## config.mk

```make
export PLATFORM = sky130hd
export DESIGN_NAME = alert_mask_throttle
export DESIGN_NICKNAME = d
export VERILOG_FILES = /design/src/inc/alert_throttle_pkg.sv /design/src/hw/level_sync.sv /design/src/hw/throttle_timer.sv /design/src/hw/alert_mask_throttle.sv
export SDC_FILE = /design/constraint.sdc
export NUM_CORES = 1
export LEC_CHECK = 0
export ABC_AREA = 1
export BUFFER_PORTS_ARGS = -buffer_cell sky130_fd_sc_hd__buf_2
export CORE_MARGIN = 2
export CORE_UTILIZATION = 46
export CTS_CLUSTER_SIZE = 12
export DETAILED_ROUTE_END_ITERATION = 8
export PLACE_DENSITY_LB_ADDON = 0.1
export SETUP_SLACK_MARGIN = 0.15
export SLEW_MARGIN = 20
export SYNTH_ARGS = -nofsm -noshare
export SYNTH_HDL_FRONTEND = slang
export SYNTH_SLANG_ARGS = --single-unit
export TNS_END_PERCENT = 100
```

## constraint.sdc

```tcl
create_clock -name i_core_clk -period 1.9 [get_ports i_core_clk]
set_input_delay 0.285 -clock i_core_clk [delete_from_list [all_inputs] [get_ports i_core_clk]]
set_output_delay 0.285 -clock i_core_clk [all_outputs]
set_load 0.01 [all_outputs]
```

## src/inc/alert_throttle_pkg.sv

```systemverilog
// Constants for the alert mask and throttle timer block.
// Assumes a 10 MHz core clock and an 8-bit register port from the serial engine.
package alert_throttle_pkg;

  // ----------------------------------------------------------------
  // Register offsets
  // ----------------------------------------------------------------
  localparam logic [7:0] ADDR_STATUS_ONE = 8'h41;
  localparam logic [7:0] ADDR_STATUS_TWO = 8'h42;
  localparam logic [7:0] ADDR_MASK_ONE = 8'h74;
  localparam logic [7:0] ADDR_MASK_TWO = 8'h75;
  localparam logic [7:0] ADDR_CONFIG_THREE = 8'h78;
  localparam logic [7:0] ADDR_TIMER = 8'h79;
  localparam logic [7:0] ADDR_TIMER_LIMIT = 8'h7A;
  localparam logic [7:0] ADDR_CONFIG_FOUR = 8'h7D;

  // ----------------------------------------------------------------
  // Reset values and byte constants
  // ----------------------------------------------------------------
  localparam logic [7:0] RESET_MASK = 8'h00;
  localparam logic [7:0] RESET_LIMIT = 8'h00;
  localparam logic [2:0] RESET_CONFIG_THREE = 3'h0;
  localparam logic [7:0] ZERO_BYTE = 8'h00;
  localparam logic [7:0] FULL_SCALE = 8'hFF;
  localparam logic [7:0] ONE_BYTE = 8'h01;

  // ----------------------------------------------------------------
  // Field positions
  // ----------------------------------------------------------------
  localparam int CFG3_ALERT_ENABLE = 0;
  localparam int CFG3_THROTTLE_ENABLE = 1;
  localparam int CFG3_FULL_SPEED = 2;
  localparam int STAT1_SUMMARY = 7;
  localparam int STAT1_SUPPLY = 2;
  localparam int STAT1_PROCESSOR = 1;
  localparam int MASK1_SUPPLY = 2;
  localparam int MASK1_PROCESSOR = 0;
  localparam int STAT2_FAN_FOUR = 5;
  localparam logic [7:0] STAT1_SOURCES = 8'h76;
  localparam logic [7:0] STAT2_SOURCES = 8'hFE;
  localparam logic [7:0] STAT1_TEMPS = 8'h70;

  // ----------------------------------------------------------------
  // Pin 9 function select
  // ----------------------------------------------------------------
  typedef enum logic [1:0] {
    PIN9_TACH = 2'h0,
    PIN9_THROTTLE = 2'h1,
    PIN9_ALERT = 2'h2,
    PIN9_GPIO = 2'h3
  } pin9_func_t;

  // ----------------------------------------------------------------
  // Timing
  // ----------------------------------------------------------------
  localparam int CLK_PERIOD_NS = 100;
  localparam int TIMER_LSB_NS = 22760000;
  localparam int TIMER_LSB_CYCLES = TIMER_LSB_NS / CLK_PERIOD_NS;

endpackage

```

## src/hw/level_sync.sv

```systemverilog
// Two-stage synchroniser for levels from outside the core clock domain.
// Assumes inputs are slow levels; no pulse shorter than two clocks matters.
`timescale 1ns/1ps
`default_nettype none
module level_sync #(
  parameter int WIDTH = 1,
  parameter logic [WIDTH-1:0] INIT = '1
) (
  // Clock and reset
  input wire logic i_core_clk,
  input wire logic i_resetn,
  // Levels
  input wire logic [WIDTH-1:0] i_async,
  output logic [WIDTH-1:0] o_sync
);
  logic [WIDTH-1:0] stage_one;

  // ----------------------------------------------------------------
  // Two flops, first read only by the second
  // ----------------------------------------------------------------
  always_ff @(posedge i_core_clk or negedge i_resetn) begin
    if (!i_resetn) begin
      stage_one <= INIT;
      o_sync <= INIT;
    end else begin
      stage_one <= i_async;
      o_sync <= stage_one;
    end
  end
endmodule
`default_nettype wire

```

## src/hw/throttle_timer.sv

```systemverilog
// Cumulative, saturating, clear-on-read throttle assertion timer.
// Assumes i_active is already synchronised to the core clock.
`timescale 1ns/1ps
`default_nettype none
module throttle_timer #(
  parameter int LSB_CYCLES = alert_throttle_pkg::TIMER_LSB_CYCLES
) (
  // Clock and reset
  input wire logic i_core_clk,
  input wire logic i_resetn,
  // Control
  input wire logic i_active,
  input wire logic i_clear,
  // Value
  output logic [7:0] o_value
);
  import alert_throttle_pkg::*;

  logic [31:0] prescale;
  logic [7:0] units;
  logic seen;
  logic tick;

  assign tick = i_active && (prescale == 32'(LSB_CYCLES - 1));

  // ----------------------------------------------------------------
  // Accumulation
  // ----------------------------------------------------------------
  always_ff @(posedge i_core_clk or negedge i_resetn) begin
    if (!i_resetn) begin
      prescale <= '0;
      units <= ZERO_BYTE;
      seen <= 1'b0;
    end else if (i_clear) begin
      prescale <= '0;
      units <= ZERO_BYTE;
      seen <= i_active;
    end else if (i_active) begin
      seen <= 1'b1;
      prescale <= tick ? '0 : prescale + 32'd1;
      if (tick && units != FULL_SCALE) begin
        units <= units + ONE_BYTE;
      end
    end
  end

  // Bit 0 marks first assertion until the first full step
  assign o_value = (seen && units == ZERO_BYTE) ? ONE_BYTE : units;
endmodule
`default_nettype wire

```

## src/hw/alert_mask_throttle.sv

```systemverilog
// Alert masking, pin function select and throttle time monitoring.
// Assumes a register port from the serial engine with one-cycle strobes
// on the core clock; measurement status conditions arrive as levels.
`timescale 1ns/1ps
`default_nettype none
module alert_mask_throttle #(
  parameter int TIMER_LSB = alert_throttle_pkg::TIMER_LSB_CYCLES
) (
  // Clock and reset
  input wire logic i_core_clk,
  input wire logic i_resetn,
  // Register port
  input wire logic [7:0] i_reg_addr,
  input wire logic i_reg_wr,
  input wire logic i_reg_rd,
  input wire logic [7:0] i_reg_wdata,
  output logic [7:0] o_reg_rdata,
  output logic o_reg_rvalid,
  // Out-of-limit conditions from the measurement channels
  input wire logic [7:0] i_cond_one,
  input wire logic [7:0] i_cond_two,
  // Fan state and override
  input wire logic [3:0] i_fan_running,
  output logic [3:0] o_fan_full_speed,
  // Pin 5, open-drain alert
  output logic o_pin5,
  output logic o_pin5_oe_n,
  // Pin 9, multi-purpose
  input wire logic i_pin9,
  output logic o_pin9,
  output logic o_pin9_oe_n,
  output logic o_fourth_fan_low_speed_tach,
  // GPIO on pin 9
  input wire logic i_gpio_level,
  input wire logic i_gpio_output,
  output logic o_gpio_sample
);
  import alert_throttle_pkg::*;

  // ----------------------------------------------------------------
  // Declarations
  // ----------------------------------------------------------------
  logic [7:0] alert_mask_one;
  logic [7:0] alert_mask_two;
  logic [7:0] throttle_time_limit;
  logic [2:0] config_three;
  pin9_func_t pin9_func;
  logic [7:0] status_one;
  logic [7:0] status_two;
  logic [7:0] next_status_one;
  logic [7:0] next_status_two;
  logic [7:0] cond_two_eff;
  logic [7:0] status_one_view;
  logic [7:0] throttle_time_accumulator;
  logic pin9_sync;
  logic throttle_mode;
  logic throttle_active;
  logic timer_over;
  logic rd_status_one;
  logic rd_status_two;
  logic rd_timer;
  logic alert_cond;
  logic alert_pin5_en;
  logic alert_pin9_en;

  // Address match for a strobe
  function automatic logic hit(input logic strobe, input logic [7:0] addr,
                               input logic [7:0] target);
    hit = strobe && (addr == target);
  endfunction

  // Unmasked pending bits for a status and mask pair
  function automatic logic pending(input logic [7:0] stat, input logic [7:0] mask);
    pending = |(stat & ~mask);
  endfunction

  assign rd_status_one = hit(i_reg_rd, i_reg_addr, ADDR_STATUS_ONE);
  assign rd_status_two = hit(i_reg_rd, i_reg_addr, ADDR_STATUS_TWO);
  assign rd_timer = hit(i_reg_rd, i_reg_addr, ADDR_TIMER);

  // ----------------------------------------------------------------
  // Pin 9 input synchroniser
  // ----------------------------------------------------------------
  level_sync #(
    .WIDTH(1),
    .INIT(1'b1)
  ) u_pin9_sync (
    .i_core_clk(i_core_clk),
    .i_resetn(i_resetn),
    .i_async(i_pin9),
    .o_sync(pin9_sync)
  );

  // ----------------------------------------------------------------
  // Configuration and mask registers
  // ----------------------------------------------------------------
  always_ff @(posedge i_core_clk or negedge i_resetn) begin
    if (!i_resetn) begin
      alert_mask_one <= RESET_MASK;
      alert_mask_two <= RESET_MASK;
    end else begin
      if (hit(i_reg_wr, i_reg_addr, ADDR_MASK_ONE)) begin
        alert_mask_one <= i_reg_wdata;
      end
      if (hit(i_reg_wr, i_reg_addr, ADDR_MASK_TWO)) begin
        alert_mask_two <= i_reg_wdata;
      end
    end
  end

  always_ff @(posedge i_core_clk or negedge i_resetn) begin
    if (!i_resetn) begin
      config_three <= RESET_CONFIG_THREE;
      pin9_func <= PIN9_TACH;
    end else begin
      if (hit(i_reg_wr, i_reg_addr, ADDR_CONFIG_THREE)) begin
        config_three <= i_reg_wdata[2:0];
      end
      if (hit(i_reg_wr, i_reg_addr, ADDR_CONFIG_FOUR)) begin
        pin9_func <= pin9_func_t'(i_reg_wdata[1:0]);
      end
    end
  end

  always_ff @(posedge i_core_clk or negedge i_resetn) begin
    if (!i_resetn) begin
      throttle_time_limit <= RESET_LIMIT;
    end else if (hit(i_reg_wr, i_reg_addr, ADDR_TIMER_LIMIT)) begin
      throttle_time_limit <= i_reg_wdata;
    end
  end

  // ----------------------------------------------------------------
  // Throttle input and timer
  // ----------------------------------------------------------------
  assign throttle_mode = (pin9_func == PIN9_THROTTLE)
                         && config_three[CFG3_THROTTLE_ENABLE];
  assign throttle_active = throttle_mode && !pin9_sync;

  throttle_timer #(
    .LSB_CYCLES(TIMER_LSB)
  ) u_timer (
    .i_core_clk(i_core_clk),
    .i_resetn(i_resetn),
    .i_active(throttle_active),
    .i_clear(rd_timer),
    .o_value(throttle_time_accumulator)
  );

  assign timer_over = throttle_mode
                      && (throttle_time_accumulator > throttle_time_limit);

  // ----------------------------------------------------------------
  // Sticky status
  // ----------------------------------------------------------------
  always_comb begin
    cond_two_eff = i_cond_two & STAT2_SOURCES;
    if (pin9_func != PIN9_TACH) begin
      cond_two_eff[STAT2_FAN_FOUR] = timer_over;
    end
  end

  always_comb begin
    next_status_one = status_one | (i_cond_one & STAT1_SOURCES);
    if (rd_status_one) begin
      next_status_one = i_cond_one & STAT1_SOURCES;
    end
    next_status_two = status_two | cond_two_eff;
    if (rd_status_two) begin
      next_status_two = cond_two_eff;
    end
  end

  always_ff @(posedge i_core_clk or negedge i_resetn) begin
    if (!i_resetn) begin
      status_one <= ZERO_BYTE;
      status_two <= ZERO_BYTE;
    end else begin
      status_one <= next_status_one;
      status_two <= next_status_two;
    end
  end

  always_comb begin
    status_one_view = status_one;
    status_one_view[STAT1_SUMMARY] = |status_two;
  end

  // ----------------------------------------------------------------
  // Alert gating
  // ----------------------------------------------------------------
  always_comb begin
    alert_cond = pending(status_one & STAT1_TEMPS, alert_mask_one);
    if (status_one[STAT1_SUPPLY] && !alert_mask_one[MASK1_SUPPLY]) begin
      alert_cond = 1'b1;
    end
    if (status_one[STAT1_PROCESSOR] && !alert_mask_one[MASK1_PROCESSOR]) begin
      alert_cond = 1'b1;
    end
    if (pending(status_two, alert_mask_two) && !alert_mask_one[STAT1_SUMMARY]) begin
      alert_cond = 1'b1;
    end
  end

  assign alert_pin5_en = config_three[CFG3_ALERT_ENABLE];
  assign alert_pin9_en = (pin9_func == PIN9_ALERT);

  // ----------------------------------------------------------------
  // Pin drivers
  // ----------------------------------------------------------------
  always_ff @(posedge i_core_clk or negedge i_resetn) begin
    if (!i_resetn) begin
      o_pin5 <= 1'b1;
      o_pin5_oe_n <= 1'b1;
      o_pin9 <= 1'b1;
      o_pin9_oe_n <= 1'b1;
    end else begin
      o_pin5 <= 1'b0;
      o_pin5_oe_n <= !(alert_pin5_en && alert_cond);
      case (pin9_func)
        PIN9_ALERT: begin
          o_pin9 <= 1'b0;
          o_pin9_oe_n <= !alert_cond;
        end
        PIN9_GPIO: begin
          o_pin9 <= i_gpio_level;
          o_pin9_oe_n <= !i_gpio_output;
        end
        default: begin
          o_pin9 <= 1'b1;
          o_pin9_oe_n <= 1'b1;
        end
      endcase
    end
  end

  always_ff @(posedge i_core_clk or negedge i_resetn) begin
    if (!i_resetn) begin
      o_fourth_fan_low_speed_tach <= 1'b1;
      o_gpio_sample <= 1'b1;
      o_fan_full_speed <= 4'h0;
    end else begin
      o_fourth_fan_low_speed_tach <= (pin9_func == PIN9_TACH) ? pin9_sync : 1'b1;
      o_gpio_sample <= pin9_sync;
      o_fan_full_speed <= (config_three[CFG3_FULL_SPEED] && throttle_active)
                          ? i_fan_running : 4'h0;
    end
  end

  // ----------------------------------------------------------------
  // Read port
  // ----------------------------------------------------------------
  always_ff @(posedge i_core_clk or negedge i_resetn) begin
    if (!i_resetn) begin
      o_reg_rdata <= ZERO_BYTE;
      o_reg_rvalid <= 1'b0;
    end else begin
      o_reg_rvalid <= i_reg_rd;
      if (i_reg_rd) begin
        case (i_reg_addr)
          ADDR_STATUS_ONE: o_reg_rdata <= status_one_view;
          ADDR_STATUS_TWO: o_reg_rdata <= status_two;
          ADDR_MASK_ONE: o_reg_rdata <= alert_mask_one;
          ADDR_MASK_TWO: o_reg_rdata <= alert_mask_two;
          ADDR_CONFIG_THREE: o_reg_rdata <= {5'h00, config_three};
          ADDR_TIMER: o_reg_rdata <= throttle_time_accumulator;
          ADDR_TIMER_LIMIT: o_reg_rdata <= throttle_time_limit;
          ADDR_CONFIG_FOUR: o_reg_rdata <= {6'h00, pin9_func};
          default: o_reg_rdata <= ZERO_BYTE;
        endcase
      end
    end
  end
endmodule
`default_nettype wire

```

==> results of run 1 <==
cells in the mapped netlist (7+ instances only):
| cell | number | area share |
|---|---|---|
| a21oi_1 | 10 | 0.0082 |
| buf_2 | 10 | 0.0082 |
| dfrtp_1 | 95 | 0.39 |
| dfstp_2 | 8 | 0.034 |
| ha_1 | 11 | 0.022 |
| inv_1 | 100 | 0.061 |
| nand2_1 | 262 | 0.16 |
| nand3_1 | 85 | 0.069 |
| nand4_1 | 24 | 0.025 |
| nor2_1 | 125 | 0.077 |
| nor2_2 | 7 | 0.0072 |
| o21ai_0 | 38 | 0.031 |
| o21ai_1 | 17 | 0.014 |
| o21bai_1 | 14 | 0.017 |
| xor2_1 | 9 | 0.013 |
worst max-delay path by stage:
stage                           from             to  slack [ns]  depth (start not counted)
floorplan           u_timer.units[0]  status_two[5]        0.21                         12
global placement    u_timer.units[0]  status_two[5]        0.05                         12
detailed placement  u_timer.units[0]  status_two[5]        0.04                         15
CTS                 u_timer.units[0]  status_two[5]        0.12                         12
global route        u_timer.units[5]  status_two[5]       -0.07                         11
finish              u_timer.units[5]  status_two[5]        0.06                         11
metrics by stage:
stage | hold WS (ns) | power [mW] | cell area, sq um | utilization | std cells
after detailed placement | 0.2660 | 2.585 | 6706 | 0.5105 | 1099
after CTS | 0.01314 | 4.373 | 7028 | 0.5350 | 1120
after global placement | 0.2569 | 2.579 | 6706 | 0.5105 | 1099
final | 0.02164 | 4.336 | 7201 | 0.5481 | 1129
after floorplan | -0.01059 | 2.427 | 6122 | - | 865
after global routing | 0.004703 | 4.509 | 7201 | 0.5481 | 1129
per-layer routing:
layer  vias to the layer above  share of wire
li1                       2919              -
met5                         -              0
met3                        20          0.069
met1                      2773           0.48
met2                       216           0.43
met4                         0          0.019
area by class of cell:
class | instances | area, sq um | share of cell area
timing repair buffer | 96 | 633.1 | 0.08792
tap | 176 | 220.2 | 0.03058
sequential | 103 | 2589 | 0.3595
inverter | 105 | 399.1 | 0.05543
multi-input combinational | 633 | 3084 | 0.4283
clock inverter | 6 | 46.29 | 0.006429
clock buffer | 10 | 229.0 | 0.03180
cells by family after synthesis:
logic type / count (synthesis) / share of synthesized area
fa+ha+maj: 11 / 0.02248
simple gates: 523 / 0.3703
buf+inv: 129 / 0.08910
other cells: 1 / 0.0006125
compound gates: 89 / 0.08196
xor+xnor: 9 / 0.01288
flops: 103 / 0.4226
timing repair:
action / CTS / global route
hold buffers: 1 / 0
resized for setup: 4 / 28
pin swaps: 5 / 12
setup buffers: 4 / 9
endpoints found under the hold margin: 29 / 0
endpoints found under the setup margin: 12 / 19
critical path: cells and delay by family (launching register included):
| kind | cells | cell delay (ns) |
|---|---|---|
| flip-flops | 1 | 0.44 |
| AND/OR/NAND/NOR | 5 | 0.44 |
| AO/OA/AOI/OAI | 4 | 0.40 |
| adder cells (fa/ha/maj) | 1 | 0.33 |
| buffers and inverters | 1 | 0.12 |
flip-flops by register name, indices dropped and copies added, names as in the netlist:
register                     flops
alert_mask_one                   8
pin9_func                        2
u_pin9_sync.stage_one            1
alert_mask_two                   8
status_two                       7
u_timer.prescale                32
o_fourth_fan_low_speed_tach      1
o_pin5                           1
o_pin9                           1
u_timer.seen                     1
o_reg_rvalid                     1
o_fan_full_speed                 4
status_one                       5
config_three                     3
o_pin9_oe_n                      1
o_gpio_sample                    1
o_pin5_oe_n                      1
throttle_time_limit              8
o_reg_rdata                      8
u_pin9_sync.o_sync               1
u_timer.units                    8
power by group:
group | internal (mW) | switching (mW) | total, mW
Clock | 0.897 | 0.881 | 1.78
Combinational | 0.107 | 0.176 | 0.283
Sequential | 2.24 | 0.0336 | 2.28
Total | 3.24 | 1.09 | 4.34
==> results.md, run 1 <==
- Status: complete, no violations
- Slowest cell on crit path: dfrtp_1
- Total Wirelength: 17.39 mm
- Max cap viols: 0
- Syn Inst Count: 865
- Number of flops mapped to enable cells by yosys: 0
- Max FO, Critical Path: 5
- Crit Reg-Reg Startpoint: u_timer.units[5]
- CTS buffer count: 9
- Arr. time, crit path: 2.08 ns
- Antenna violations before repair: 0
- Row count: 42
- Final setup fails: 0
- Syn avg cell area: 7.078 sq um
- Clock Pin Slew Worst Setup and Hold Paths: 0.07 ns
- Clock skew: 0.01108 ns
- Root buf cell: clkbuf_16
- Via density: 5.251
- Post-synthesis async set-or-reset flop share: 1.000
- Drt wl/cell: 15.40 microns
- Vias in the first global route: 5644
- RSZ-0062 raised after global routing: true
- Grt ovf: 0
- Initial Util: 0.4660
- Initial DRC count: 475
- Clk_lat worst skew: 0.36 ns
- # clock sinks: 103
- Critical Path End Type: register
- Remaining antenna violation count after routing: 0
- Grt met3 use: 0.05603
- Hold path startpoint: i_pin9
- Fillcell total: 1321
- Port buffer count: 57
- Most frequent CP cell: nand2_1
- Hold WC Path Type: input pin to register
- Die area: 14250 sq um
- CP required: 2.14 ns
- GRT Util Overall: 0.2511
- Dpl ws: 0.04313 ns
- Post-route setup TNS: 0 ns
- Register area share after synthesis: 0.4226
- Period minus WS final: 1.837 ns
- Ys Warns: 0
- Worst r2r path cells: 11
- Critical Path, Cell by Cell: inv_2 -> nand2_1 -> nor2_2 -> a21oi_2 -> ha_1 -> a21oi_2 -> o21ai_1 -> nand2_1 -> o211ai_1 -> nand2_1 -> nand2_1
- DP HPWL: 12.89 mm
- Die width: 119.4 microns
- Synth Flop Type: dfrtp_1
- # nets final: 1002
- Flop-to-flop setup slack: 0.06 ns
- Most common cell after layout, fill and taps aside: nand2_1
- Critical path class: register to register
- CTS tree: yes
- Proportion of layout cells with a drive suffix above 1: 0.1731
- Vias: 5928
- Largest net degree at the start of global routing: 41
- Die Height: 119.4 microns
- Hold path endpoint: u_pin9_sync.stage_one
- Max stage delay on crit path: 0.44 ns
- H-tree depth: 3
- Peak Freq: 544.3 MHz
- Cell area after synthesis: 6122 sq um
- First-pass DRT Iterations: 5
- Final setup margin: 0.06266 ns
- Hold Path Cell Cnt: 1
- Max VDD drop: 438.8 uV
- ANT cells: 0
- Net Count, Synth: 919
- Gpl congestion: 0.9141
- Commonest cells after routing, fill and taps aside: 260 x nand2_1, 117 x nor2_1, 94 x inv_1, 94 x dfrtp_1, 84 x nand3_1
- Grt met2 use: 0.3739
- CTS Buffer Depth: 2
- Final hold viol count: 0
- R2R Path End: status_two[5]
- Area grow syn2layout: 17.62%
- Pins Over Slew Limit: 0
- First-pass GRT wire length: 28.02 mm
- Leak: 3.500 nW
- Num ports: 62
- Pwr dens: 602.2 nW/um^2
- Detailed-route DRC error count: 0
- Slew @ Worst Pin: 0.4960 ns
- Number of synthesized register bits: 103
- Tcrit/Tclk final: 0.9670
- M1 GR Usage: 0.3645
- Slew headroom: 0.6684
- Yosys cell types: 36
- CORE AREA: 13140 sq um
- GRT busiest layer: met2
- Critical Path Start Type: register
Note: power is estimated with default switching activity, not from simulation.
==> run 2: changes to the inputs <==
HOLD_SLACK_MARGIN = 0.08   (was unset)
==> run 2 against run 1 <==
Die area did not move. Hold slack improved by 0.091 ns. Final cell count barely moved. Critical path type unchanged.
==> results.md, run 2 (synthesized netlist as in run 1, its figures left out) <==
- Largest net degree at the start of global routing: 41 (unchanged)
- Antenna violations before repair: 0 (unchanged)
- Fillcell total: 1320 (was 1321)
- Final setup fails: 0 (unchanged)
- CORE AREA: 13140 sq um (unchanged)
- Status: complete, no violations (unchanged)
- Row count: 42 (unchanged)
- Largest Register: u_timer.prescale (unchanged)
- Period minus WS final: 1.856 ns (was 1.837 ns)
- CTS buffer count: 9 (unchanged)
- CP required: 2.14 ns (about the same)
- Post-route setup TNS: 0 ns (unchanged)
- Critical Path Start Type: register (unchanged)
- Drt wl/cell: 15.39 microns (was 15.40 microns)
- Flop-to-flop setup slack: 0.04 ns (was 0.06 ns)
- Max FO, Critical Path: 2 (was 5)
- Storage cell area: 2589 sq um (unchanged)
- Pins Over Slew Limit: 0 (unchanged)
- Worst path depth: 12 (was 11)
- Hold Path Cell Cnt: 2 (was 1)
- Vias: 5924 (was 5928)
- RSZ-0062 raised after global routing: true (unchanged)
- Die width: 119.4 microns (unchanged)
- Area grow syn2layout: 17.78% (was 17.62%)
- Worst r2r path cells: 12 (was 11)
- Remaining antenna violation count after routing: 0 (unchanged)
- Detailed-route DRC error count: 0 (unchanged)
- Tcrit/Tclk final: 0.9767 (was 0.9670)
- Die Height: 119.4 microns (unchanged)
- Vias in the first global route: 5636 (was 5644)
- GRT Util Overall: 0.2509 (was 0.2511)
- Max cap viols: 0 (unchanged)
- ANT cells: 0 (unchanged)
- Peak Freq: 538.9 MHz (was 544.3 MHz)
- Proportion of layout cells with a drive suffix above 1: 0.1730 (was 0.1731)
- Max VDD drop: 443.8 uV (was 438.8 uV)
- Initial Util: 0.4660 (unchanged)
- Most common cell after layout, fill and taps aside: nand2_1 (unchanged)
- Initial DRC count: 449 (was 475)
- Gpl congestion: 0.9141 (unchanged)
- CP Buf/Inv Count: 1 (unchanged)
- Clock skew: 0.01256 ns (was 0.01108 ns)
- First-pass DRT Iterations: 5 (unchanged)
- Critical path launch point: u_timer.units[0] (was u_timer.units[5])
- Root buf cell: clkbuf_16 (unchanged)
- Area of the multi-input gates: 3084 sq um (unchanged)
- Hold path endpoint: status_one[5] (was u_pin9_sync.stage_one)
- Most frequent CP cell: nand2_1 (unchanged)
- Max stage delay on crit path: 0.40 ns (was 0.44 ns)
- H-tree depth: 3 (unchanged)
- Crit Reg-Reg Startpoint: u_timer.units[0] (was u_timer.units[5])
- Top delay family on crit path: adder cells (was flip-flops)
- Pwr dens: 601.0 nW/um^2 (was 602.2 nW/um^2)
- R2R Path End: status_two[5] (unchanged)
- Final core occ: 0.5489 (was 0.5481)
- Arr. time, crit path: 2.09 ns (was 2.08 ns)
- First-pass GRT wire length: 27.99 mm (was 28.02 mm)
- Critical Path End Type: register (unchanged)
- Final hold viol count: 0 (unchanged)
- Port buffer count: 57 (unchanged)
- Hold WC Path Type: input pin to register (unchanged)
- Critical Path, Cell by Cell: inv_2 -> ha_4 -> nand2_4 -> nor2_4 -> a21oi_2 -> ha_1 -> a21oi_2 -> o21ai_1 -> nand2_1 -> o211ai_1 -> nand2_1 -> nand2_1 (was inv_2 -> nand2_1 -> nor2_2 -> a21oi_2 -> ha_1 -> a21oi_2 -> o21ai_1 -> nand2_1 -> o211ai_1 -> nand2_1 -> nand2_1)
- DP HPWL: 12.89 mm (unchanged)
- Grt ovf: 0 (unchanged)
- CTS Buffer Depth: 2 (unchanged)
- Total Wirelength: 17.39 mm (about the same)
- Clk_lat worst skew: 0.36 ns (about the same)
- Leak: 3.504 nW (was 3.500 nW)
- Commonest cells after routing, fill and taps aside: 260 x nand2_1, 117 x nor2_1, 94 x inv_1, 94 x dfrtp_1, 84 x nand3_1 (unchanged)
- Clock Pin Slew Worst Setup and Hold Paths: 0.08 ns (was 0.07 ns)
- Via density: 5.242 (was 5.251)
- Die area: 14250 sq um (unchanged)
- Max reg flops: 32 (unchanged)
- # nets final: 1003 (was 1002)
- Slowest cell on crit path: dfrtp_1 (unchanged)
- Critical path class: register to register (unchanged)
- CTS tree: yes (unchanged)
- Hold path startpoint: i_cond_one[5] (was i_pin9)
- Num ports: 62 (unchanged)
- # clock sinks: 103 (unchanged)
run 2: worst max-delay path by stage:
| stage | end | slack (ns) |
|---|---|---|
| after floorplan | status_two[5] | 0.21 |
| after global placement | status_two[5] | 0.05 |
| after detailed placement | status_two[5] | 0.04 |
| after CTS | status_two[5] | 0.12 |
| after global routing | status_two[5] | -0.07 |
| final | status_two[5] | 0.04 |
run 2: report_power, final:
group,total (mW),internal (mW),switching (mW)
Clock,1.77,0.897,0.877
Combinational,0.285,0.108,0.177
Sequential,2.28,2.24,0.0337
Total,4.33,3.25,1.09
run 2: through the flow:
stage / std cells / setup WS (ns) / power [mW] / area [sq um] / hold slack, ns
2_1_floorplan: 865 / 0.2138 / 2.427 / 6122 / -0.01059
3_3_place_gp: 1099 / 0.04873 / 2.579 / 6706 / 0.2569
3_5_place_dp: 1099 / 0.04313 / 2.585 / 6706 / 0.2660
4_1_cts: 1121 / 0.1162 / 4.375 / 7038 / 0.1056
5_1_grt: 1130 / -0.07255 / 4.511 / 7211 / 0.09850
6_report: 1130 / 0.04435 / 4.334 / 7211 / 0.1130
run 2: final cells by class:
| class | count | area share |
|---|---|---|
| timing repair buffer | 97 | 0.08919 |
| inverter | 105 | 0.05535 |
| clock inverter | 6 | 0.006420 |
| sequential | 103 | 0.3590 |
| clock buffer | 10 | 0.03175 |
| multi-input combinational | 633 | 0.4277 |
| tap | 176 | 0.03054 |
run 2: repair_timing:
item,in CTS,in global routing
pin swaps,5,12
setup endpoints to repair,12,19
gates resized for setup,4,28
buffers inserted,4,9
hold buffers,2,0
hold endpoints to repair,30,0
run 2: layer usage:
| layer | up-vias | global-route usage | part of all wire |
|---|---|---|---|
| li1 | 2922 | - | - |
| met1 | 2769 | 0.3645 | 0.49 |
| met3 | 22 | 0.05603 | 0.065 |
| met5 | - | 0 | 0 |
| met4 | 0 | 0.07794 | 0.018 |
| met2 | 211 | 0.3732 | 0.43 |
